`src/hw/fnd_consts.vh`:
```
// constants for the fractional-N divider control and lock status slice
// Overview of operation
// - 24-bit resolution: high byte over low halfword forms signed offset over 2^24.
// - 16-bit resolution: high byte ignored, low halfword alone signed over 2^16.
// - Integer-N mode: both fractional registers ignored, divide by integer only.
// - Status bit 7 mirrors live lock output, never latched.
// - Status bits 6 to 2 always read zero.
// - In-lock flag needs control bit 6; control bit 4 picks edge or level.
// - Edge mode: in-lock flag sets on lock rising, clears on status read.
// - Level mode: in-lock held while lock and enable; read clears otherwise.
// - Reset-lock via detector config bit 13 clears the in-lock flag.
// - Out-of-lock flag needs control bit 5; edge mode sets on lock falling.
// - Level mode: out-of-lock held while unlocked and enabled; read clears otherwise.
// - Reset-lock clears the out-of-lock flag.
// - Both flags ORed toward the main device status register.
// - Control bit 8 powers up; charge pump stays off until first divider load.
// - Integer-N: integer register write takes effect at once.
// - Fractional modes: integer and high byte staged, low halfword write commits.
// - New ratio taking effect starts fastlock when fastlock is enabled.
// - Analogue or digital lock detector selectable; both synthesisers identical.
// - Detector config bit 14: 0 digital, 1 analogue.
// - Digital detector locks after 1..32 consecutive in-phase pulses, zero meaning 32.
`ifndef FND_CONSTS_VH
`define FND_CONSTS_VH

// register offsets, synthesiser 1
`define FND_S1_CONTROL 8'h4e
`define FND_S1_LOCKDET 8'h4f
`define FND_S1_FASTACQ 8'h50
`define FND_S1_REFDIV 8'h52
`define FND_S1_INTDIV 8'h53
`define FND_S1_FRACLO 8'h54
`define FND_S1_FRACHI 8'h55
`define FND_S1_FLAGS 8'h56
// register offsets, synthesiser 2
`define FND_S2_CONTROL 8'h57
`define FND_S2_LOCKDET 8'h58
`define FND_S2_FASTACQ 8'h59
`define FND_S2_REFDIV 8'h5b
`define FND_S2_INTDIV 8'h5c
`define FND_S2_FRACLO 8'h5d
`define FND_S2_FRACHI 8'h5e
`define FND_S2_FLAGS 8'h5f

// reset values
`define FND_RST_INTDIV 11'h020
`define FND_RST_ZERO16 16'h0000

// control register fields
`define FND_CON_RES16 14
`define FND_CON_MOD_HI 13
`define FND_CON_MOD_LO 11
`define FND_CON_ENABLE 8
`define FND_CON_INLOCK_EN 6
`define FND_CON_OUTLOCK_EN 5
`define FND_CON_LEVEL 4
`define FND_MOD_INTEGER 3'h0

// lock detector config fields
`define FND_LD_ANALOGUE 14
`define FND_LD_RESET_LOCK 13

// fastlock config fields
`define FND_FA_ENABLE 12

// status register fields
`define FND_ST_LOCK 7
`define FND_ST_INLOCK 1
`define FND_ST_OUTLOCK 0

`endif

```
`src/hw/fnd_dig_lock.v`:
```
// digital lock detector: consecutive in-phase / out-of-phase pulse counter
`timescale 1ns/1ps
module fnd_dig_lock #(
  parameter CNT_W = 6
) (
  // clock and reset
  input wire clk_in,
  input wire rst_in,
  // phase comparison pulses
  input wire in_phase_in,
  input wire out_phase_in,
  // thresholds and clear
  input wire [4:0] lock_thresh_in,
  input wire [2:0] loss_thresh_in,
  input wire clear_in,
  // lock indicator
  output wire lock_out
);

  reg lock_q;
  reg [CNT_W-1:0] cnt_q;
  wire [CNT_W-1:0] lock_lim;
  wire [CNT_W-1:0] loss_lim;
  wire [CNT_W-1:0] cnt_inc;

  // a zero field means the largest count
  function [CNT_W-1:0] expand;
    input [4:0] val;
    input [CNT_W-1:0] top;
    begin
      if (val == 5'h00) begin
        expand = top;
      end else begin
        expand = {{(CNT_W-5){1'b0}}, val};
      end
    end
  endfunction

  assign lock_lim = expand(lock_thresh_in, 6'h20);
  assign loss_lim = expand({2'b00, loss_thresh_in}, 6'h08);
  assign cnt_inc = cnt_q + 6'h01;
  assign lock_out = lock_q;

  ////////////////////////////////////////////////////////////////////////////
  always @(posedge clk_in) begin
    if (rst_in || clear_in) begin
      lock_q <= 1'b0;
      cnt_q <= 6'h00;
    end else if (!lock_q) begin
      if (out_phase_in) begin
        cnt_q <= 6'h00;
      end else if (in_phase_in) begin
        if (cnt_inc >= lock_lim) begin
          lock_q <= 1'b1;
          cnt_q <= 6'h00;
        end else begin
          cnt_q <= cnt_inc;
        end
      end
    end else begin
      if (in_phase_in) begin
        cnt_q <= 6'h00;
      end else if (out_phase_in) begin
        if (cnt_inc >= loss_lim) begin
          lock_q <= 1'b0;
          cnt_q <= 6'h00;
        end else begin
          cnt_q <= cnt_inc;
        end
      end
    end
  end

endmodule

```
`src/hw/fnd_synth_ctrl.v`:
```
// one synthesiser slice: divider staging, mode decode, lock flags, register port
`timescale 1ns/1ps
`include "fnd_consts.vh"
module fnd_synth_ctrl #(
  parameter SYNTH_SEL = 1
) (
  // clock and reset
  input wire clk_in,
  input wire rst_in,
  // register port from the serial control decoder
  input wire wr_en_in,
  input wire rd_en_in,
  input wire [7:0] addr_in,
  input wire [15:0] wdata_in,
  output reg [15:0] rdata_out,
  output reg rvalid_out,
  // lock detector inputs
  input wire analog_lock_in,
  input wire in_phase_in,
  output wire dummy_unused_out,
  input wire out_phase_in,
  // divider and analogue control
  output reg [10:0] ratio_int_out,
  output reg [23:0] ratio_frac_out,
  output wire frac_mode_out,
  output wire power_up_out,
  output wire cp_enable_out,
  output wire [3:0] cp_current_out,
  output wire [6:0] ref_div_out,
  output wire [11:0] fastacq_cfg_out,
  output wire fastlock_start_out,
  // lock status
  output wire lock_out,
  output wire flag_any_out
);

  ////////////////////////////////////////////////////////////////////////////
  // address map for this instance
  wire [7:0] a_con = (SYNTH_SEL == 2) ? `FND_S2_CONTROL : `FND_S1_CONTROL;
  wire [7:0] a_ld = (SYNTH_SEL == 2) ? `FND_S2_LOCKDET : `FND_S1_LOCKDET;
  wire [7:0] a_fa = (SYNTH_SEL == 2) ? `FND_S2_FASTACQ : `FND_S1_FASTACQ;
  wire [7:0] a_rd = (SYNTH_SEL == 2) ? `FND_S2_REFDIV : `FND_S1_REFDIV;
  wire [7:0] a_id = (SYNTH_SEL == 2) ? `FND_S2_INTDIV : `FND_S1_INTDIV;
  wire [7:0] a_fl = (SYNTH_SEL == 2) ? `FND_S2_FRACLO : `FND_S1_FRACLO;
  wire [7:0] a_fh = (SYNTH_SEL == 2) ? `FND_S2_FRACHI : `FND_S1_FRACHI;
  wire [7:0] a_st = (SYNTH_SEL == 2) ? `FND_S2_FLAGS : `FND_S1_FLAGS;

  wire wr_con = wr_en_in && (addr_in == a_con);
  wire wr_ld = wr_en_in && (addr_in == a_ld);
  wire wr_fa = wr_en_in && (addr_in == a_fa);
  wire wr_rd = wr_en_in && (addr_in == a_rd);
  wire wr_id = wr_en_in && (addr_in == a_id);
  wire wr_fl = wr_en_in && (addr_in == a_fl);
  wire wr_fh = wr_en_in && (addr_in == a_fh);
  wire rd_st = rd_en_in && (addr_in == a_st);

  ////////////////////////////////////////////////////////////////////////////
  // configuration registers
  reg [15:0] con_q;
  reg [15:0] ld_q;
  reg [15:0] fa_q;
  reg [6:0] rdiv_q;
  reg [10:0] int_stage_q;
  reg [7:0] hi_stage_q;
  reg [15:0] lo_stage_q;
  reg loaded_q;
  reg fl_start_q;
  reg lock_prev_q;
  reg inlock_q;
  reg outlock_q;

  wire int_mode = (con_q[`FND_CON_MOD_HI:`FND_CON_MOD_LO] == `FND_MOD_INTEGER);
  wire res16 = con_q[`FND_CON_RES16];
  wire reset_lock = wr_ld && wdata_in[`FND_LD_RESET_LOCK];

  // commit point: integer write in integer-N, low halfword write otherwise
  wire commit_int = wr_id && int_mode;
  wire commit_frac = wr_fl && !int_mode;
  wire commit = commit_int || commit_frac;

  // fractional word as seen by the modulator, scaled to 24 bits
  function [23:0] frac_word;
    input integer_n;
    input half_res;
    input [7:0] hi;
    input [15:0] lo;
    begin
      if (integer_n) begin
        frac_word = 24'h000000;
      end else if (half_res) begin
        frac_word = {lo, 8'h00};
      end else begin
        frac_word = {hi, lo};
      end
    end
  endfunction

  always @(posedge clk_in) begin
    if (rst_in) begin
      con_q <= `FND_RST_ZERO16;
      ld_q <= `FND_RST_ZERO16;
      fa_q <= `FND_RST_ZERO16;
      rdiv_q <= 7'h00;
      int_stage_q <= `FND_RST_INTDIV;
      hi_stage_q <= 8'h00;
      lo_stage_q <= `FND_RST_ZERO16;
      ratio_int_out <= `FND_RST_INTDIV;
      ratio_frac_out <= 24'h000000;
      loaded_q <= 1'b0;
      fl_start_q <= 1'b0;
    end else begin
      if (wr_con) begin
        con_q <= wdata_in;
      end
      if (wr_ld) begin
        // reset-lock is an action, not a stored setting
        ld_q <= {wdata_in[15:14], 1'b0, wdata_in[12:0]};
      end
      if (wr_fa) begin
        fa_q <= wdata_in;
      end
      if (wr_rd) begin
        rdiv_q <= wdata_in[6:0];
      end
      if (wr_id) begin
        int_stage_q <= wdata_in[10:0];
      end
      if (wr_fh) begin
        hi_stage_q <= wdata_in[7:0];
      end
      if (wr_fl) begin
        lo_stage_q <= wdata_in;
      end
      if (commit_int) begin
        ratio_int_out <= wdata_in[10:0];
        ratio_frac_out <= 24'h000000;
      end else if (commit_frac) begin
        ratio_int_out <= int_stage_q;
        ratio_frac_out <= frac_word(1'b0, res16, hi_stage_q, wdata_in);
      end
      if (commit) begin
        loaded_q <= 1'b1;
      end
      fl_start_q <= commit && fa_q[`FND_FA_ENABLE];
    end
  end

  assign frac_mode_out = !int_mode;
  assign power_up_out = con_q[`FND_CON_ENABLE];
  // charge pump held off until a first ratio has been committed
  assign cp_enable_out = con_q[`FND_CON_ENABLE] && loaded_q;
  assign cp_current_out = con_q[3:0];
  assign ref_div_out = rdiv_q;
  assign fastacq_cfg_out = fa_q[11:0];
  assign fastlock_start_out = fl_start_q;
  assign dummy_unused_out = 1'b0;

  ////////////////////////////////////////////////////////////////////////////
  // lock detection
  wire dig_lock;

  fnd_dig_lock #(
    .CNT_W(6)
  ) u_dig_lock (
    .clk_in(clk_in),
    .rst_in(rst_in),
    .in_phase_in(in_phase_in),
    .out_phase_in(out_phase_in),
    .lock_thresh_in(ld_q[4:0]),
    .loss_thresh_in(ld_q[7:5]),
    .clear_in(reset_lock),
    .lock_out(dig_lock)
  );

  assign lock_out = ld_q[`FND_LD_ANALOGUE] ? analog_lock_in : dig_lock;

  ////////////////////////////////////////////////////////////////////////////
  // sticky lock flags; a set in the read cycle survives the read
  wire in_en = con_q[`FND_CON_INLOCK_EN];
  wire out_en = con_q[`FND_CON_OUTLOCK_EN];
  wire level = con_q[`FND_CON_LEVEL];
  wire rise = lock_out && !lock_prev_q;
  wire fall = !lock_out && lock_prev_q;
  reg inlock_d;
  reg outlock_d;

  always @* begin
    if (level) begin
      inlock_d = (lock_out && in_en) ||
        (inlock_q && !(rd_st && (!lock_out || !in_en)));
      outlock_d = (!lock_out && out_en) ||
        (outlock_q && !(rd_st && (lock_out || !out_en)));
    end else begin
      inlock_d = (rise && in_en) || (inlock_q && !rd_st);
      outlock_d = (fall && out_en) || (outlock_q && !rd_st);
    end
    if (reset_lock) begin
      inlock_d = 1'b0;
      outlock_d = 1'b0;
    end
  end

  always @(posedge clk_in) begin
    if (rst_in) begin
      lock_prev_q <= 1'b0;
      inlock_q <= 1'b0;
      outlock_q <= 1'b0;
    end else begin
      lock_prev_q <= lock_out;
      inlock_q <= inlock_d;
      outlock_q <= outlock_d;
    end
  end

  assign flag_any_out = inlock_q || outlock_q;

  ////////////////////////////////////////////////////////////////////////////
  // read port: only the status register answers, write-only ones read zero
  always @(posedge clk_in) begin
    if (rst_in) begin
      rdata_out <= 16'h0000;
      rvalid_out <= 1'b0;
    end else begin
      rvalid_out <= rd_en_in;
      if (rd_st) begin
        rdata_out <= {8'h00, lock_out, 5'h00, inlock_q, outlock_q};
      end else begin
        rdata_out <= 16'h0000;
      end
    end
  end

endmodule

```
`config.mk`:
```
export PLATFORM = sky130hd
export DESIGN_NAME = fnd_synth_ctrl
export DESIGN_NICKNAME = d
export VERILOG_FILES = /design/src/hw/fnd_dig_lock.v /design/src/hw/fnd_synth_ctrl.v
export VERILOG_INCLUDE_DIRS = /design/src /design/src/hw
export SDC_FILE = /design/constraint.sdc
export NUM_CORES = 1
export LEC_CHECK = 0
export BUFFER_PORTS_ARGS = -buffer_cell sky130_fd_sc_hd__buf_4
export CELL_PAD_IN_SITES_DETAIL_PLACEMENT = 1
export CELL_PAD_IN_SITES_GLOBAL_PLACEMENT = 2
export CORE_ASPECT_RATIO = 1.5
export CORE_MARGIN = 2
export CORE_UTILIZATION = 36
export CTS_BUF_LIST = sky130_fd_sc_hd__clkbuf_8
export CTS_CLUSTER_SIZE = 25
export DETAILED_ROUTE_END_ITERATION = 8
export PLACE_DENSITY_LB_ADDON = 0.1
export RECOVER_POWER = 100
export SYNTH_ARGS = -nofsm -noshare
export SYNTH_HDL_FRONTEND = slang
export SYNTH_SLANG_ARGS = --single-unit
```
`constraint.sdc`:
```
create_clock -name clk_in -period 5.2 [get_ports clk_in]
set_clock_uncertainty 0.1 [all_clocks]
set_input_delay 0.26 -clock clk_in [delete_from_list [all_inputs] [get_ports clk_in]]
set_output_delay 0.26 -clock clk_in [all_outputs]
set_load 0.01 [all_outputs]
```
==> results.ini <==
[cts]
cts.sinks=111
post-cts-setup-buffer-count=0
cts_resized=0
htree_levels=3
cts_tree=done
cts_hold_buf=0
clk_root_buffer_cell=clkbuf_8
path_clk_slew_ns=0.11
clock_path_buffers=2
clk_latency_ns=0.37
cts_buffers=9

[global_routing]
first_global_vias=3879
grt_start_max_net_pins=79
grtUsageTotal_pct=18.9
grt_pass1_wl_um=21500
antenna_found_initial=0
gr-total-overflow=0

[place]
place_hpwl_um=9990
placed_cell_area_um2=5580
routabilityCongestion=0.802
port_buffers=98

[final_layout]
insertedDiodeCount=0
area_growth_syn_to_layout_pct=10.9
finish.instance_area_um2=5510
final_cell_mix=111 x dfxtp_1, 90 x nor2_1, 82 x mux2i_1
final_nets=631
utilization_pct=40.9
final_common_cell=dfxtp_1
drive_above_1_share_pct=9.26

[status]
violations=capacitance limit, slew limit
status=finished, violations left

[synthesis]
yosys.area_share.xor_xnor_pct=0.353
synth_area_um2=4960
synthAdderAreaFrac_pct=2.77
avgSynthCellArea_um2=9.33
yosysSeqAreaShare_pct=44.8
synth-simple-area-share_pct=17.1
synth-edff-count=0
synth_ff_type=dfxtp_1
synthMuxAreaShare_pct=16.5
syn_inst=532
synth_top_family_by_area=simple AND/OR/NAND/NOR gates
yosys_warnings=0
synthArstFlopShare_pct=0
ys_ff_latch=111
ys_types=46
synth-compound-area-share_pct=9.63

[route]
ant_nets=0
wl_um=13800
routed-via-count=3878
dr.pass1.iters=4
first_iter_violations=98
avgRoutedWirePerCell_um=18.3
via_per_inst=5.13
drc_errors=0

[timing]
max_freq_mhz=269
tightest_slew_ns=3.49
hold_viol=0
finalSetupViolCount=0
post-route-period-util_pct=71.4
relSlewSlack_pct=-133
slew_viol_final=79
post-route-min-period_ns=3.71
rsz0062_at_grt=false
finalSetupTns_ns=0

[worst_setup_path]
path_max_fanout=78
worstSetupStartpointType=primary input
endpoint_kind=register
cpPeakStageDelay_ns=2.41
slowest_stage=clkbuf_1
crit_chain=clkbuf_1, a21oi_1, and3_1, a32oi_1, o31ai_1
r2r_start=u_dig_lock.cnt_q[0]$_SDFFE_PP0P_
crit_start=rst_in
path_class=primary input to register
critPathArrivalTime_ns=3.88
crit_required_ns=5.36

[pwr]
ir_drop_mv=0.108
power_switching_mw=0.365
intPower_mw=1.07
power_density_nw_per_um2=260
switching_share_pct=25.5
p_clk_share_pct=34.8
power.leakage_nw=2.15
comb_power_share_pct=5.7
pwr-share-seq_pct=59.5

[floorplanning]
fp.coreArea_um2=13500
io_pins=113
rows=52
die_h_um=148
die_area_um2=14800
initial_core_util_pct=36.9
chipWidth_um=99.9

[min_path]
min_from=rd_en_in
hold_path.class=primary input to register

[job]
maxCapViolCount=1

## flip-flops by register name (all words and copies together), names as in the netlist
signal               flops
ratio_frac_out          24
fa_q                    13
con_q                   12
int_stage_q             11
ratio_int_out           11
ld_q                     9
hi_stage_q               8
ref_div_out              7
u_dig_lock.cnt_q         6
rdata_out                3
fastlock_start_out       1
inlock_q                 1
loaded_q                 1
lock_prev_q              1
outlock_q                1
rvalid_out               1
u_dig_lock.lock_out      1
## through the flow
stage	cells	hold WS [ns]	power [mW]	setup WS [ns]
detailed placement	740	0.348	0.956	2.24
global placement	740	0.342	0.955	2.42
floorplan	545	0.239	0.919	2.75
global route	756	0.0470	1.49	1.05
CTS	756	0.0334	1.45	2.32
finish	756	0.0522	1.43	1.49
## path summary, 6_finish.rpt
check                                          end  slack (ns)  cells after the start
setup / recovery  u_dig_lock.cnt_q[2]$_SDFFE_PP0P_        1.49                      5
hold / removal               rvalid_out$_SDFF_PP0_        0.05                      2
setup reg to reg  u_dig_lock.cnt_q[2]$_SDFFE_PP0P_        2.30                     10
hold reg to reg              loaded_q$_SDFFE_PP0N_        0.36                      2
## routing by layer
metal	global-route usage, %	routed length (um)	vias to the layer above
li1	-	-	1901
met1	22.8	5880	1897
met5	0	0	-
met3	1.61	353	14
met2	34.4	7310	66
met4	7.26	269	0
## worst max-delay path: cells and delay by family
family | cells | cell delay [ns]
simple gates | 1 | 0.43
buf+inv | 1 | 2.41
compound gates | 3 | 0.74
## power by group through the flow
stage          Sequential, mW  Combinational, mW  Clock [mW]
3_3_place_gp            0.873             0.0827           0
5_1_grt                 0.854             0.0885       0.547
6_report                0.853             0.0814       0.498
4_1_cts                 0.853             0.0838       0.514
3_5_place_dp            0.873             0.0836           0
2_1_floorplan           0.872             0.0468           0
## synthesized netlist by cell type, types with 5 or more instances
library cell	count	share of area [%]
dfxtp_1	111	45
nor2_1	90	6.8
mux2i_1	82	17
buf_4	34	5.1
nand2_1	25	1.9
a211oi_1	23	3.5
a21oi_1	21	2.1
clkbuf_1	17	1.3
inv_1	12	0.91
buf_2	11	1.1
ha_1	11	2.8
nand3_1	11	1.1
nand2b_1	9	1.1
nand3b_1	9	1.4
o21ai_1	6	0.60
and2_1	5	0.63
## cells by family after synthesis
group	after synthesis
xor+xnor	2
simple gates	175
mux	82
flops	111
fa+ha+maj	11
other cells	1
compound gates	72
buf+inv	78
## area by class of cell
class	count	area, um^2
Timing Repair Buffer	99	488
Clock buffer	10	138
Sequential cell	111	2220
Multi-Input combinational cell	356	2370
Tap cell	162	203
Clock inverter	6	43.8
Inverter	12	45.0
Fill cell	1600	7960
Power figures use the tool's default switching activity.
